===== config.mk =====
export PLATFORM = sky130hd
export DESIGN_NAME = rcc_reset_clock
export DESIGN_NICKNAME = d
export VERILOG_FILES = /design/src/pkg/rcc_pkg.sv /design/src/pkg/rcc_div_if.sv /design/src/hdl/rcc_divider.sv /design/src/hdl/rcc_reset_clock.sv
export SDC_FILE = /design/constraint.sdc
export NUM_CORES = 1
export LEC_CHECK = 0
export ABC_AREA = 1
export BUFFER_PORTS_ARGS = -buffer_cell sky130_fd_sc_hd__buf_2
export CAP_MARGIN = 30
export CORE_MARGIN = 2
export CORE_UTILIZATION = 30
export DETAILED_ROUTE_END_ITERATION = 8
export PLACE_DENSITY = 0.46
export REMOVE_ABC_BUFFERS = 1
export SETUP_SLACK_MARGIN = 0.4
export SYNTH_ARGS = -nofsm -noshare
export SYNTH_HDL_FRONTEND = slang
export SYNTH_SLANG_ARGS = --single-unit
export TNS_END_PERCENT = 30

===== constraint.sdc =====
create_clock -name clk -period 3.45 [get_ports clk]
set_clock_uncertainty 0.15 [all_clocks]
set_input_delay 0.5175 -clock clk [delete_from_list [all_inputs] [get_ports clk]]
set_output_delay 0.5175 -clock clk [all_outputs]
set_load 0.005 [all_outputs]

===== src/pkg/rcc_pkg.sv =====
/*
  Shared constants for the reset and clock control block: cause codes,
  clock select encodings, divider ratios, reset hold time, level states.
  Assumes a single 250 MHz system clock and a synchronous active-low reset.
*/
package rcc_pkg;
  localparam int CLK_PERIOD_PS = 4000;
  localparam int RST_HOLD_NS = 40;
  localparam int RST_HOLD_CYC = (RST_HOLD_NS * 1000 + CLK_PERIOD_PS - 1) / CLK_PERIOD_PS;
  localparam int HOLD_W = 4;
  localparam logic [HOLD_W-1:0] HOLD_INIT = HOLD_W'(RST_HOLD_CYC - 1);
  localparam logic [HOLD_W-1:0] HOLD_ZERO = 4'h0;
  localparam logic [HOLD_W-1:0] HOLD_ONE = 4'h1;
  localparam int NUM_CORES = 2;

  localparam int CAUSE_W = 5;
  typedef logic [CAUSE_W-1:0] rcc_cause_type;
  localparam rcc_cause_type CAUSE_NONE = 5'h00;
  localparam rcc_cause_type CAUSE_POWER_ON = 5'h01;
  localparam rcc_cause_type CAUSE_BROWNOUT = 5'h0F;
  localparam rcc_cause_type CAUSE_AON_WDT_SYS = 5'h10;
  localparam rcc_cause_type CAUSE_SUPER_WDT = 5'h12;
  localparam rcc_cause_type CAUSE_GLITCH = 5'h13;
  localparam rcc_cause_type CAUSE_SW_SYS = 5'h03;
  localparam rcc_cause_type CAUSE_DEEP_SLEEP = 5'h05;
  localparam rcc_cause_type CAUSE_MAIN_WATCHDOG_ZERO_CORE = 5'h07;
  localparam rcc_cause_type CAUSE_MAIN_WATCHDOG_ONE_CORE = 5'h08;
  localparam rcc_cause_type CAUSE_AON_WDT_CORE = 5'h09;
  localparam rcc_cause_type CAUSE_FUSE_CRC = 5'h14;
  localparam rcc_cause_type CAUSE_USB_SERIAL = 5'h15;
  localparam rcc_cause_type CAUSE_USB_JTAG = 5'h16;
  localparam rcc_cause_type CAUSE_MAIN_WATCHDOG_ZERO_CPU = 5'h0B;
  localparam rcc_cause_type CAUSE_SW_CPU = 5'h0C;
  localparam rcc_cause_type CAUSE_AON_WDT_CPU = 5'h0D;
  localparam rcc_cause_type CAUSE_MAIN_WATCHDOG_ONE_CPU = 5'h11;

  typedef enum logic [3:0] {
    LVL_NONE = 4'h1,
    LVL_CORE = 4'h2,
    LVL_SYS = 4'h4,
    LVL_CHIP = 4'h8
  } rcc_level_type;

  localparam logic [1:0] SRC_XTAL = 2'h0;
  localparam logic [1:0] SRC_PLL = 2'h1;
  localparam logic [1:0] SRC_FRC = 2'h2;
  localparam logic SYNTH_320 = 1'h0;
  localparam logic SYNTH_480 = 1'h1;
  localparam logic [1:0] PERIOD_0 = 2'h0;
  localparam logic [1:0] PERIOD_1 = 2'h1;
  localparam logic [1:0] SLOW_LOW_RC = 2'h0;
  localparam logic [1:0] SLOW_WATCH = 2'h1;
  localparam logic [1:0] SLOW_FRC_DIV = 2'h2;

  localparam int PRE_DIV_W = 10;
  localparam logic [PRE_DIV_W-1:0] PRE_DIV_RST = 10'h001;
  localparam int DIV_W = 11;
  localparam logic [DIV_W-1:0] DIV_ONE = 11'h001;
  localparam logic [DIV_W-1:0] DIV_PLL480_P0 = 11'h006;
  localparam logic [DIV_W-1:0] DIV_PLL480_P1 = 11'h003;
  localparam logic [DIV_W-1:0] DIV_PLL480_P2 = 11'h002;
  localparam logic [DIV_W-1:0] DIV_PLL320_P0 = 11'h004;
  localparam logic [DIV_W-1:0] DIV_PLL320_P1 = 11'h002;
  localparam logic [DIV_W-1:0] DIV_FRC_SLOW = 11'h100;
  localparam logic [DIV_W-1:0] DIV_FAST_AON_XTAL = 11'h004;

  localparam int PIN_XTAL = 0;
  localparam int PIN_PLL = 1;
  localparam int PIN_FRC = 2;
  localparam int PIN_LRC = 3;
  localparam int PIN_WATCH = 4;
  localparam int NUM_PINS = 5;
  localparam int DV_CPU = 0;
  localparam int DV_BUS = 1;
  localparam int DV_CIPH = 2;
  localparam int DV_FRC = 3;
  localparam int DV_FAON = 4;
  localparam int NUM_DIV = 5;
endpackage


===== src/pkg/rcc_div_if.sv =====
/*
  Carrier between the control block and one tick divider.
  Assumes both ends run on the same system clock.
*/
`timescale 1ns/1ps
interface rcc_div_if;
  import rcc_pkg::*;
  logic tick_in;
  logic [DIV_W-1:0] divisor;
  logic tick_out;
  modport ctrl (output tick_in, output divisor, input tick_out);
  modport div (input tick_in, input divisor, output tick_out);
endinterface


===== src/hdl/rcc_divider.sv =====
/*
  Tick divider: one output tick per divisor input ticks.
  Assumes a divisor of zero or one means pass every tick through.
*/
`timescale 1ns/1ps
module rcc_divider
  import rcc_pkg::*;
(
  input wire logic clk,
  input wire logic nrst,
  rcc_div_if.div dv
);
  logic [DIV_W-1:0] cnt_ff;
  logic tick_out_ff;
  logic last;

  assign last = (dv.divisor <= DIV_ONE) || (cnt_ff >= dv.divisor - DIV_ONE);

  always_ff @(posedge clk)
  begin
    if (!nrst)
    begin
      cnt_ff <= '0;
      tick_out_ff <= 1'b0;
    end
    else
    begin
      tick_out_ff <= dv.tick_in && last;
      if (dv.tick_in)
        cnt_ff <= last ? '0 : cnt_ff + DIV_ONE;
    end
  end

  assign dv.tick_out = tick_out_ff;

  AST_DIV_NO_EARLY: assert property (@(posedge clk) disable iff (!nrst)
    (dv.tick_in && !last) |=> !dv.tick_out)
    else $error("Divider ticked before its count ran out");
endmodule


===== src/hdl/rcc_reset_clock.sv =====
/*
  Reset level sequencing, reset cause capture and clock tick generation.
  Assumes request inputs come from logic on clk; source clock pins are
  asynchronous and are synchronised here. Clocks leave as tick pulses.
*/
// Summary of operation
// - Per-core reset; release restarts at vector
// - Core level resets digital side, spares always-on
// - System level adds always-on; chip resets all
// - Only chip level clears internal memory
// - Core 0 reset also clears sensitive registers
// - Any level resets both cores at once
// - Per-core cause; shared global, private per-core
// - Power-on 0x01, brown-out 0x0F
// - System causes 0x10, 0x12, 0x13
// - Core causes 0x03,0x05,0x07,0x08,0x09
// - Fuse CRC error: core reset, 0x14
// - USB serial 0x15, JTAG 0x16 core resets
// - Per-core causes 0x0B,0x0C,0x0D,0x11
// - Source select: crystal, PLL, fast RC
// - After reset: crystal divided by two
// - Crystal or RC divided by predivider plus one
// - 480 MHz PLL divided by 6, 3, 2
// - 320 MHz PLL divided by 4, 2
// - Bus clock 80 MHz on PLL, else CPU
// - Cipher clock 160 MHz on PLL, else CPU
// - LED clock from fast RC when bus off
// - Radios only on PLL; sleep before suspend
// - Divided fast RC is fast RC over 256
// - Slow and fast always-on clock selection
`timescale 1ns/1ps
module rcc_reset_clock
  import rcc_pkg::*;
(
  input wire logic clk,
  input wire logic nrst,
  input wire logic power_on_req,
  input wire logic brownout_req,
  input wire logic brownout_chip_cfg,
  input wire logic aon_wdt_sys_req,
  input wire logic super_wdt_req,
  input wire logic glitch_req,
  input wire logic software_system_reset_bit,
  input wire logic deep_sleep_wake_req,
  input wire logic main_wdt0_core_req,
  input wire logic main_wdt1_core_req,
  input wire logic aon_wdt_core_req,
  input wire logic fuse_crc_error,
  input wire logic usb_serial_reset_req,
  input wire logic usb_jtag_reset_req,
  input wire logic [NUM_CORES-1:0] main_wdt0_cpu_req,
  input wire logic [NUM_CORES-1:0] software_core_reset_bit,
  input wire logic [NUM_CORES-1:0] aon_wdt_cpu_req,
  input wire logic [NUM_CORES-1:0] main_wdt1_cpu_req,
  input wire logic crystal_clock,
  input wire logic pll_clock,
  input wire logic fast_rc_clock,
  input wire logic low_rc_clock,
  input wire logic watch_crystal_clock,
  input wire logic clock_config_write,
  input wire logic [1:0] cpu_source_select,
  input wire logic [PRE_DIV_W-1:0] cpu_clock_predivider,
  input wire logic synth_frequency_select,
  input wire logic [1:0] cpu_period_select,
  input wire logic bus_clock_off,
  input wire logic [1:0] slow_aon_select,
  input wire logic fast_aon_from_rc,
  input wire logic radio_low_power,
  output logic [NUM_CORES-1:0] cpu_reset,
  output logic [NUM_CORES-1:0] cpu_fetch_vector,
  output logic digital_reset,
  output logic aon_reset,
  output logic chip_reset,
  output logic memory_reset,
  output logic sensitive_reset,
  output rcc_cause_type core0_reset_cause,
  output rcc_cause_type core1_reset_cause,
  output logic cpu_clock_tick,
  output logic bus_clock_tick,
  output logic cipher_pulse_tick,
  output logic led_controller_tick,
  output logic divided_fast_rc_tick,
  output logic slow_aon_tick,
  output logic fast_aon_tick,
  output logic radio_enable,
  output logic pll_suspend_ok
);

  ////////////////////////////////////////////////////////////////////////////
  // Global reset levels

  logic chip_req, sys_req, core_req, glob_req;
  rcc_level_type req_lvl, lvl_ff, nxt_lvl;
  rcc_cause_type glob_cause;
  logic [HOLD_W-1:0] hold_ff;

  always_comb
  begin
    chip_req = power_on_req || (brownout_req && brownout_chip_cfg);
    sys_req = (brownout_req && !brownout_chip_cfg) || aon_wdt_sys_req
      || super_wdt_req || glitch_req;
    core_req = software_system_reset_bit || deep_sleep_wake_req
      || main_wdt0_core_req || main_wdt1_core_req || aon_wdt_core_req
      || fuse_crc_error || usb_serial_reset_req || usb_jtag_reset_req;
    glob_req = chip_req || sys_req || core_req;
    if (chip_req)
      req_lvl = LVL_CHIP;
    else if (sys_req)
      req_lvl = LVL_SYS;
    else if (core_req)
      req_lvl = LVL_CORE;
    else
      req_lvl = LVL_NONE;
  end

  // Highest level request names the cause when several arrive together
  always_comb
  begin
    if (power_on_req)
      glob_cause = CAUSE_POWER_ON;
    else if (brownout_req)
      glob_cause = CAUSE_BROWNOUT;
    else if (aon_wdt_sys_req)
      glob_cause = CAUSE_AON_WDT_SYS;
    else if (super_wdt_req)
      glob_cause = CAUSE_SUPER_WDT;
    else if (glitch_req)
      glob_cause = CAUSE_GLITCH;
    else if (software_system_reset_bit)
      glob_cause = CAUSE_SW_SYS;
    else if (deep_sleep_wake_req)
      glob_cause = CAUSE_DEEP_SLEEP;
    else if (main_wdt0_core_req)
      glob_cause = CAUSE_MAIN_WATCHDOG_ZERO_CORE;
    else if (main_wdt1_core_req)
      glob_cause = CAUSE_MAIN_WATCHDOG_ONE_CORE;
    else if (aon_wdt_core_req)
      glob_cause = CAUSE_AON_WDT_CORE;
    else if (fuse_crc_error)
      glob_cause = CAUSE_FUSE_CRC;
    else if (usb_serial_reset_req)
      glob_cause = CAUSE_USB_SERIAL;
    else if (usb_jtag_reset_req)
      glob_cause = CAUSE_USB_JTAG;
    else
      glob_cause = CAUSE_NONE;
  end

  // A new request restarts the hold; a lower one never demotes a higher level
  always_comb
  begin
    nxt_lvl = lvl_ff;
    if (glob_req)
      nxt_lvl = (lvl_ff > req_lvl) ? lvl_ff : req_lvl;
    else if (lvl_ff != LVL_NONE && hold_ff == HOLD_ZERO)
      nxt_lvl = LVL_NONE;
  end

  always_ff @(posedge clk)
  begin
    if (!nrst)
    begin
      lvl_ff <= LVL_CHIP;
      hold_ff <= HOLD_INIT;
    end
    else
    begin
      lvl_ff <= nxt_lvl;
      if (glob_req)
        hold_ff <= HOLD_INIT;
      else if (hold_ff != HOLD_ZERO)
        hold_ff <= hold_ff - HOLD_ONE;
    end
  end

  logic digital_reset_ff, aon_reset_ff, chip_reset_ff, memory_reset_ff;

  always_ff @(posedge clk)
  begin
    if (!nrst)
    begin
      digital_reset_ff <= 1'b1;
      aon_reset_ff <= 1'b1;
      chip_reset_ff <= 1'b1;
      memory_reset_ff <= 1'b1;
    end
    else
    begin
      memory_reset_ff <= (nxt_lvl == LVL_CHIP);
      case (nxt_lvl)
        LVL_CHIP:
        begin
          digital_reset_ff <= 1'b1;
          aon_reset_ff <= 1'b1;
          chip_reset_ff <= 1'b1;
        end
        LVL_SYS:
        begin
          digital_reset_ff <= 1'b1;
          aon_reset_ff <= 1'b1;
          chip_reset_ff <= 1'b0;
        end
        LVL_CORE:
        begin
          digital_reset_ff <= 1'b1;
          aon_reset_ff <= 1'b0;
          chip_reset_ff <= 1'b0;
        end
        default:
        begin
          digital_reset_ff <= 1'b0;
          aon_reset_ff <= 1'b0;
          chip_reset_ff <= 1'b0;
        end
      endcase
    end
  end

  ////////////////////////////////////////////////////////////////////////////
  // Per-core resets and causes

  logic [NUM_CORES-1:0] cpu_req, nxt_cpu_act, cpu_act_ff, cpu_reset_ff, fetch_ff;
  rcc_cause_type cause_ff [NUM_CORES];
  logic sensitive_reset_ff;

  for (genvar i = 0; i < NUM_CORES; i++)
  begin : g_core
    rcc_cause_type own_cause;
    logic [HOLD_W-1:0] cpu_hold_ff;

    assign cpu_req[i] = main_wdt0_cpu_req[i] || software_core_reset_bit[i]
      || aon_wdt_cpu_req[i] || main_wdt1_cpu_req[i];
    assign own_cause = main_wdt0_cpu_req[i] ? CAUSE_MAIN_WATCHDOG_ZERO_CPU :
      software_core_reset_bit[i] ? CAUSE_SW_CPU :
      aon_wdt_cpu_req[i] ? CAUSE_AON_WDT_CPU : CAUSE_MAIN_WATCHDOG_ONE_CPU;
    assign nxt_cpu_act[i] = cpu_req[i] || (cpu_act_ff[i] && cpu_hold_ff != HOLD_ZERO);

    always_ff @(posedge clk)
    begin
      if (!nrst)
      begin
        cpu_act_ff[i] <= 1'b0;
        cpu_hold_ff <= HOLD_ZERO;
      end
      else
      begin
        cpu_act_ff[i] <= nxt_cpu_act[i];
        if (cpu_req[i])
          cpu_hold_ff <= HOLD_INIT;
        else if (cpu_hold_ff != HOLD_ZERO)
          cpu_hold_ff <= cpu_hold_ff - HOLD_ONE;
      end
    end

    // Core held by its own reset or by any level; release pulses the fetch
    always_ff @(posedge clk)
    begin
      if (!nrst)
      begin
        cpu_reset_ff[i] <= 1'b1;
        fetch_ff[i] <= 1'b0;
      end
      else
      begin
        cpu_reset_ff[i] <= nxt_cpu_act[i] || (nxt_lvl != LVL_NONE);
        fetch_ff[i] <= cpu_reset_ff[i] && !(nxt_cpu_act[i] || nxt_lvl != LVL_NONE);
      end
    end

    // Shared causes reach both cores, private ones only this core
    always_ff @(posedge clk)
    begin
      if (!nrst)
        cause_ff[i] <= CAUSE_POWER_ON;
      else if (glob_req)
        cause_ff[i] <= glob_cause;
      else if (cpu_req[i])
        cause_ff[i] <= own_cause;
    end

    AST_VECTOR_ON_RELEASE: assert property (@(posedge clk) disable iff (!nrst)
      $fell(cpu_reset_ff[i]) |-> fetch_ff[i])
      else $error("Core released without a vector fetch pulse");
  end

  always_ff @(posedge clk)
  begin
    if (!nrst)
      sensitive_reset_ff <= 1'b1;
    else
      sensitive_reset_ff <= nxt_cpu_act[0] || (nxt_lvl != LVL_NONE);
  end

  ////////////////////////////////////////////////////////////////////////////
  // Source synchronisers and clock configuration

  logic [NUM_PINS-1:0] pins, sync1_ff, sync2_ff, sync3_ff, src_tick;

  assign pins = {watch_crystal_clock, low_rc_clock, fast_rc_clock, pll_clock, crystal_clock};

  // Sources must run below half of clk; rising edges come out one tick each
  always_ff @(posedge clk)
  begin
    if (!nrst)
    begin
      sync1_ff <= '0;
      sync2_ff <= '0;
      sync3_ff <= '0;
    end
    else
    begin
      sync1_ff <= pins;
      sync2_ff <= sync1_ff;
      sync3_ff <= sync2_ff;
    end
  end

  assign src_tick = sync2_ff & ~sync3_ff;

  logic [1:0] cfg_src_ff, cfg_period_ff;
  logic [PRE_DIV_W-1:0] cfg_prediv_ff;
  logic cfg_synth_ff;

  always_ff @(posedge clk)
  begin
    if (!nrst)
    begin
      cfg_src_ff <= SRC_XTAL;
      cfg_prediv_ff <= PRE_DIV_RST;
      cfg_synth_ff <= SYNTH_320;
      cfg_period_ff <= PERIOD_0;
    end
    else if (clock_config_write)
    begin
      cfg_src_ff <= cpu_source_select;
      cfg_prediv_ff <= cpu_clock_predivider;
      cfg_synth_ff <= synth_frequency_select;
      cfg_period_ff <= cpu_period_select;
    end
  end

  ////////////////////////////////////////////////////////////////////////////
  // Dividers

  rcc_div_if dv_if [NUM_DIV] ();

  for (genvar g = 0; g < NUM_DIV; g++)
  begin : g_div
    rcc_divider u_div (.clk(clk), .nrst(nrst), .dv(dv_if[g]));
  end

  logic [DIV_W-1:0] pll_cpu_div;

  // Unlisted period codes fall back to the fastest listed ratio
  always_comb
  begin
    if (cfg_synth_ff == SYNTH_480)
      pll_cpu_div = (cfg_period_ff == PERIOD_0) ? DIV_PLL480_P0 :
        (cfg_period_ff == PERIOD_1) ? DIV_PLL480_P1 : DIV_PLL480_P2;
    else
      pll_cpu_div = (cfg_period_ff == PERIOD_0) ? DIV_PLL320_P0 : DIV_PLL320_P1;
  end

  // Unused source code 3 behaves as crystal
  assign dv_if[DV_CPU].tick_in = (cfg_src_ff == SRC_PLL) ? src_tick[PIN_PLL] :
    (cfg_src_ff == SRC_FRC) ? src_tick[PIN_FRC] : src_tick[PIN_XTAL];
  assign dv_if[DV_CPU].divisor = (cfg_src_ff == SRC_PLL) ? pll_cpu_div :
    {1'b0, cfg_prediv_ff} + DIV_ONE;
  assign dv_if[DV_BUS].tick_in = src_tick[PIN_PLL];
  assign dv_if[DV_BUS].divisor = (cfg_synth_ff == SYNTH_480) ? DIV_PLL480_P0 : DIV_PLL320_P0;
  assign dv_if[DV_CIPH].tick_in = src_tick[PIN_PLL];
  assign dv_if[DV_CIPH].divisor = (cfg_synth_ff == SYNTH_480) ? DIV_PLL480_P1 : DIV_PLL320_P1;
  assign dv_if[DV_FRC].tick_in = src_tick[PIN_FRC];
  assign dv_if[DV_FRC].divisor = DIV_FRC_SLOW;
  assign dv_if[DV_FAON].tick_in = src_tick[PIN_XTAL];
  assign dv_if[DV_FAON].divisor = DIV_FAST_AON_XTAL;

  ////////////////////////////////////////////////////////////////////////////
  // Derived clock ticks

  logic on_pll, nxt_bus_tick;
  logic cpu_tick_ff, bus_tick_ff, ciph_tick_ff, led_tick_ff;
  logic frc_div_tick_ff, slow_tick_ff, fast_tick_ff, radio_en_ff, pll_ok_ff;

  assign on_pll = (cfg_src_ff == SRC_PLL);
  assign nxt_bus_tick = on_pll ? dv_if[DV_BUS].tick_out : dv_if[DV_CPU].tick_out;

  always_ff @(posedge clk)
  begin
    if (!nrst)
    begin
      cpu_tick_ff <= 1'b0;
      bus_tick_ff <= 1'b0;
      ciph_tick_ff <= 1'b0;
      led_tick_ff <= 1'b0;
    end
    else
    begin
      cpu_tick_ff <= dv_if[DV_CPU].tick_out;
      bus_tick_ff <= nxt_bus_tick && !bus_clock_off;
      ciph_tick_ff <= on_pll ? dv_if[DV_CIPH].tick_out : dv_if[DV_CPU].tick_out;
      led_tick_ff <= bus_clock_off ? src_tick[PIN_FRC] : nxt_bus_tick;
    end
  end

  always_ff @(posedge clk)
  begin
    if (!nrst)
    begin
      frc_div_tick_ff <= 1'b0;
      slow_tick_ff <= 1'b0;
      fast_tick_ff <= 1'b0;
    end
    else
    begin
      frc_div_tick_ff <= dv_if[DV_FRC].tick_out;
      case (slow_aon_select)
        SLOW_WATCH: slow_tick_ff <= src_tick[PIN_WATCH];
        SLOW_FRC_DIV: slow_tick_ff <= dv_if[DV_FRC].tick_out;
        default: slow_tick_ff <= src_tick[PIN_LRC];
      endcase
      fast_tick_ff <= fast_aon_from_rc ? src_tick[PIN_FRC] : dv_if[DV_FAON].tick_out;
    end
  end

  // Radios run only on the PLL; suspend is safe once they sleep
  always_ff @(posedge clk)
  begin
    if (!nrst)
    begin
      radio_en_ff <= 1'b0;
      pll_ok_ff <= 1'b0;
    end
    else
    begin
      radio_en_ff <= on_pll;
      pll_ok_ff <= radio_low_power;
    end
  end

  ////////////////////////////////////////////////////////////////////////////
  // Outputs

  assign cpu_reset = cpu_reset_ff;
  assign cpu_fetch_vector = fetch_ff;
  assign digital_reset = digital_reset_ff;
  assign aon_reset = aon_reset_ff;
  assign chip_reset = chip_reset_ff;
  assign memory_reset = memory_reset_ff;
  assign sensitive_reset = sensitive_reset_ff;
  assign core0_reset_cause = cause_ff[0];
  assign core1_reset_cause = cause_ff[1];
  assign cpu_clock_tick = cpu_tick_ff;
  assign bus_clock_tick = bus_tick_ff;
  assign cipher_pulse_tick = ciph_tick_ff;
  assign led_controller_tick = led_tick_ff;
  assign divided_fast_rc_tick = frc_div_tick_ff;
  assign slow_aon_tick = slow_tick_ff;
  assign fast_aon_tick = fast_tick_ff;
  assign radio_enable = radio_en_ff;
  assign pll_suspend_ok = pll_ok_ff;

  ////////////////////////////////////////////////////////////////////////////
  // Checks

  AST_BOTH_CORES_ON_LEVEL: assert property (@(posedge clk) disable iff (!nrst)
    glob_req |=> (&cpu_reset_ff) && digital_reset_ff)
    else $error("A reset level left a core running");

  AST_CORE_SPARES_AON: assert property (@(posedge clk) disable iff (!nrst)
    (core_req && !chip_req && !sys_req && lvl_ff == LVL_NONE) |=> !aon_reset_ff)
    else $error("Core level reset hit the always-on domain");

  AST_SYS_HITS_AON: assert property (@(posedge clk) disable iff (!nrst)
    sys_req |=> aon_reset_ff ##1 aon_reset_ff)
    else $error("System level reset missed the always-on domain");

  AST_MEMORY_ONLY_CHIP: assert property (@(posedge clk) disable iff (!nrst)
    memory_reset_ff |-> chip_reset_ff)
    else $error("Memory cleared without a chip level reset");

  AST_SENSITIVE_WITH_CORE0: assert property (@(posedge clk) disable iff (!nrst)
    cpu_req[0] |=> sensitive_reset_ff)
    else $error("Core 0 reset did not clear sensitive registers");

  AST_POWER_ON_CODE: assert property (@(posedge clk) disable iff (!nrst)
    power_on_req |=> core0_reset_cause == 5'h01 && core1_reset_cause == 5'h01)
    else $error("Power-on cause code not recorded on both cores");

  AST_PRIVATE_CAUSE: assert property (@(posedge clk) disable iff (!nrst)
    (cpu_req[1] && !glob_req && !cpu_req[0]) |=> $stable(core0_reset_cause))
    else $error("Core 1 private reset changed core 0 cause");

  AST_SW_CORE_CODE: assert property (@(posedge clk) disable iff (!nrst)
    (software_core_reset_bit[1] && !main_wdt0_cpu_req[1] && !glob_req)
      |=> core1_reset_cause == 5'h0C)
    else $error("Software core reset code not recorded");

  AST_RELEASE_AFTER_HOLD: assert property (@(posedge clk) disable iff (!nrst)
    (glob_req ##1 (!glob_req && !(|cpu_req)) [*8]) |-> digital_reset_ff)
    else $error("Reset released before its hold time");

  AST_RADIO_NEEDS_PLL: assert property (@(posedge clk) disable iff (!nrst)
    (cfg_src_ff != SRC_PLL) |=> !radio_enable)
    else $error("Radios enabled off the PLL");
endmodule


# After elaboration in Yosys (flattened, before gate mapping)
# Memory sizes are Yosys's and may differ from the RTL's.
# Index checks and enable logic that the tools add are counted.
# totals
memories	1
register_bits	125
in_bits	50
ram_bits	10
out_inout_bits	28
wordCells	203
# classes
order_cmp	9
n_reduce_logical	55
addsub	12
n_eq_ne	10
bitwise	7
n_mux	67
# mem_list
name	depth	word_bits	read_ports	rd_clocked_by_memory_dff	write_ports	line	source
cause_ff	2	5	2	0	2	rcc_reset_clock.sv:223	rcc_cause_type cause_ff [NUM_CORES];
# op_table
cell	count
two-way mux 5 bit	23
two-way mux 11 bit	6
adder 11 x 1 -> 11 bit (second input constant)	5
two-way mux 4 bit	9
>= comparator 11 bit	3
logical OR 1 bit	26
two-way mux 1 bit	23
logical AND 1 bit	13
nonzero test 4 bit	3
subtractor 4 x 1 -> 4 bit (second input constant)	3
adder 10 x 1 -> 11 bit (second input constant)	1
>= comparator 11 x 2 -> 1 bit (second input constant)	1
>= comparator 11 x 8 -> 1 bit (second input constant)	1
<= comparator 11 x 1 -> 1 bit (second input constant)	1
subtractor 11 x 1 -> 11 bit (second input constant)	1
two-way mux 3 bit	3
inequality test 4 x 1 -> 1 bit (second input constant)	2
OR reduction 2 bit	4
equality test 2 x 1 -> 1 bit (second input constant)	3
AND 5 bit	1
NOT 5 bit	1
equality test 2 bit (second input constant)	2
equality test 4 x 2 -> 1 bit (second input constant)	1
equality test 4 x 3 -> 1 bit (second input constant)	1
other kinds (15)	23

# Longest topological paths before layout
# depth
depth_word	17
mapped_depth	22
ltp_nobuf	21

# By module
# Synthesis repeated with hierarchy kept, for this count alone.
# hier_totals
cells_unflattened	1235
hier_area_um2	9049.9
# modules_own_cells
module	seq_area_each_um2	area_each_um2	n_inst	cells_each
rcc_divider at g_div[0].u_div ...	240.2	1097.3	4	153
rcc_reset_clock	1581.5	3557.2	1	466
rcc_divider at g_div[2].u_div	240.2	1103.6	1	157

# Least setup slack after synthesis
# OpenSTA, ideal clock, no wires.
# synth_path
kind	flip-flop to flip-flop
startpoint	reg cfg_src_ff[0]
endpoint	reg g_div[0].u_div.cnt_ff[8]
setup_time_ns	0.062
required_time_ns	3.238
period_less_slack_ns	2.863
stages_incl_launch_ff	20
slack_ns	0.587
n_path_buf	1
arrival_time_ns	2.651
cell_sequence	dfxtp_1 inv_2 nor2_4 nand2_2 o22ai_2 ha_1 nand3_1 inv_2 nand4_1 xnor2_1 ha_1 a21oi_1 o21a_1 nand3_1 a21oi_1 nand2_1 nand2_1 nand2_1 buf_6 nor2_2
# synth_between
elab_chain_len	6
word_cells_on_any_way	10
classes_between	1 x add/sub; 2 x order compare; 2 x eq/ne; 4 x mux; 1 x reduce/logical
# synth_rtl
element	line	source
start, declared	rcc_reset_clock.sv:320	logic [1:0] cfg_src_ff, cfg_period_ff;
start signal, assigned	rcc_reset_clock.sv:335	cfg_src_ff <= cpu_source_select;
equality test 2 x 1 -> 1 bit	rcc_reset_clock.sv:365, rcc_reset_clock.sv:367	
two-way mux 11 bit	rcc_reset_clock.sv:367	assign dv_if[DV_CPU].divisor = (cfg_src_ff == SRC_PLL) ? pll_cpu_div :
subtractor 11 x 1 -> 11 bit	rcc_divider.sv:17	assign last = (dv.divisor <= DIV_ONE) || (cnt_ff >= dv.divisor - DIV_ONE);
>= comparator 11 bit	rcc_divider.sv:17	
logical OR 1 bit	rcc_divider.sv:17	
two-way mux 11 bit	rcc_divider.sv:30	cnt_ff <= last ? '0 : cnt_ff + DIV_ONE;
end signal, assigned	rcc_divider.sv:30	
end, declared	rcc_divider.sv:13	logic [DIV_W-1:0] cnt_ff;
# Parallel ways exist; a longest one is shown, timed or not.
# A chain may end at the register's enable or synchronous reset.

# Final worst setup path
# layout_path
startpoint	reg cfg_prediv_ff[1]
endpoint	reg g_div[0].u_div.cnt_ff[4]
# layout_between
elab_chain_len	6
word_cells_on_any_way	7
classes_between	2 x add/sub; 2 x order compare; 2 x mux; 1 x reduce/logical
# layout_rtl
element	line	source
start, declared	rcc_reset_clock.sv:321	logic [PRE_DIV_W-1:0] cfg_prediv_ff;
start signal, assigned	rcc_reset_clock.sv:336	cfg_prediv_ff <= cpu_clock_predivider;
adder 10 x 1 -> 11 bit *	rcc_reset_clock.sv:368	{1'b0, cfg_prediv_ff} + DIV_ONE;
two-way mux 11 bit *	rcc_reset_clock.sv:367	
subtractor 11 x 1 -> 11 bit	rcc_divider.sv:17	
>= comparator 11 bit	rcc_divider.sv:17	
logical OR 1 bit *	rcc_divider.sv:17	
two-way mux 11 bit *	rcc_divider.sv:30	
# Every way passes the cells marked *; elsewhere a longest branch is shown, timed or not.

==> results.tsv <==
metric	value	unit
synth_top_family_by_area	simple AND/OR/NAND/NOR gates	
cts_hold_buf	0	
slew_headroom	58.0	%
grt_usage	13.3	%
gr-total-overflow	0	
antenna_cells	0	
dr.pass1.iters	6	
finalHoldViolations	0	
synthAdderAreaFrac	6.51	%
fin_crit_sh	83.0	%
post-synth-top-area-cell	dfxtp_1	
netlist_area	0.00634	mm2
synthTopCellsByArea	dfxtp_1, nand2_1, ha_1	
area_growth	24.9	%
critical_path_required	3.61	ns
dieArea	0.0223	mm2
async_flop_share	0	%
grt_pass1_wl	23800	um
gp_congestion	0.779	
max_clock_freq	349	MHz
antenna_found_initial	0	
clockBufferDepth	2	
yosys.area.top_type_share	39.1	%
core_area	0.0209	mm2
nNetsFinal	993	
yosysSeqAreaShare	43.9	%
insertion_delay	0.42	ns
numClockSinks	134	
cp.arrival	3.02	ns
setup_viol	0	
avgSynthCellArea	7.76	um2
synth_xor_area_share	3.45	%
grt_max_degree	49	
grt_pass1_vias	5130	
cts_tree	done	
start_util	30.4	%
port_buffers	77	
fin_setup_tns	0	ns
drtAntennaViolNets	0	
cts-htree-levels	4	
p_leak	3.61	nW
period_needed	2.86	ns
root_buffer	clkbuf_16	
yosys.area_share.simple	27.7	%
yosys_warnings	0	
postSynthCellCount	817	
avgRoutedWirePerCell	11.7	um
layout_common_cells	nand2_1, dfxtp_1, inv_1	
synth_top_flop_cell	dfxtp_1	
worstPathMaxFanout	6	
dr_total_vias	5250	
hold_path_class	input port to register	
drt_wl_total	14000	um
tightest_slew	0.629	ns
synth-edff-count	10	
drt-vias-per-instance	4.38	
power.density	510	mW/mm2
cts_buffers	17	
dp.final_hpwl	10100	um
synth_mux_area_share	0.158	%
outcome	completed	
first_iter_violations	250	
slew_viol_final	0	
rows	53	
drive_gt1_share	22.8	%
ios	78	
die_h	149	um
synth_seq_cells	134	
drc	0	
ys_types	50	
irDropWorstVdd	0.258	mV
mostFrequentLayoutCell	nand2_1	
crit_type	register to register	
synth_compound_area_share	9.69	%
clk_pin_slew	0.06	ns
cap_violations	0	
rsz0062_at_grt	false	
floorplan.die.width	149	um
crit_path_start_kind	register	
p_total	4.04	mW
end_kind	register	
## metrics by stage
stage,hold slack (ns),setup WS (ns),std cells,instance area [um2],util (%)
after global placement,0.245,0.283,1155,7010,33.6
final,0.125,0.587,1198,7920,37.9
after detailed placement,0.249,0.224,1155,7010,33.6
after CTS,0.105,0.402,1188,7670,36.7
after floorplan,0.240,0.446,798,6240,-
after global routing,0.115,0.356,1198,7920,37.9
## critical path: stages, from the launching register on
cell and delay [ns]:
dfxtp_4 0.36, ha_4 0.16, nand2_4 0.08, nor2_2 0.05, o21ai_2 0.17, nand2_2 0.11, nor3_4 0.23, nand4_1 0.13
xnor2_1 0.15, ha_1 0.33, nand2_1 0.09, nor2_2 0.11, nand3_1 0.10, nand3_2 0.09, a21oi_2 0.03, nand2_1 0.08
nand2_2 0.07, nand2_4 0.08, buf_8 0.14, nor2_2 0.04
## Yosys cell counts, drive strengths merged (5+ instances only)
cell type / instances
nor4: 5
buf: 9
nor2: 126
inv: 117
ha: 33
dfxtp: 124
xnor2: 10
edfxtp: 10
a21oi: 46
nand2: 159
nand4: 13
o21ai: 39
nand3: 49
xor2: 15
clkbuf: 10
nor3: 20
## layer usage
metal	vias up	share of wire, %	track usage, %
li1	2813	-	-
met2	57	46	21.3
met4	0	1.7	6.05
met5	-	0	0
met3	17	2.7	2.97
met1	2363	50	17.2
## state kept, by name (all words and copies together), names as in the netlist, 2 cells and up
register                 flops
cause_ff                    10
cfg_period_ff                2
cfg_prediv_ff               10
cfg_src_ff                   2
cpu_act_ff                   2
cpu_fetch_vector             2
g_core.cpu_hold_ff           8
g_div.u_div.cnt_ff          55
g_div.u_div.dv.tick_out      5
hold_ff                      4
lvl_ff                       4
sync1_ff                     5
sync2_ff                     5
sync3_ff                     5
## final cells by class
type                       count  area (um2)
fill                        2203       13000
multi-input combinational    545        3180
sequential                   134        2800
timing repair buffer          93         524
clock buffer                  22         474
inverter                     119         449
tap                          275         344
clock inverter                10         145
## cell families after synthesis
family	count (synthesis)
buffers and inverters	138
muxes	1
adders and majority gates	33
DFF	134
xor gates and xnor gates	25
AOI/OAI and AO/OA	108
and+or+nand+nor	378
## power breakdown
group / total (mW) / internal, mW / leakage, nW / switching, mW
clock network: 1.90 / 1.20 / 0.297 / 0.700
registers: 1.66 / 1.62 / 1.13 / 0.0365
logic: 0.485 / 0.191 / 2.18 / 0.293
## path summary, 6_finish.rpt
check                        start                       end  slack, ns  cells past startpoint
hold reg to reg        sync1_ff[1]               sync2_ff[1]       0.26                      2
hold / removal     radio_low_power            pll_suspend_ok       0.12                      3
setup / recovery  cfg_prediv_ff[1]  g_div[0].u_div.cnt_ff[4]       0.59                     19
setup reg to reg  cfg_prediv_ff[1]  g_div[0].u_div.cnt_ff[4]       0.59                     19
## what timing repair did
action / CTS / global route
setup endpoints to repair: 11 / 12
buffers inserted: 1 / 9
gates resized for setup: 7 / 49
hold endpoints to repair: 0 / 0
pin swaps: 2 / 21
gates cloned: 0 / 1
No activity file was read; power rests on OpenSTA's default activity.
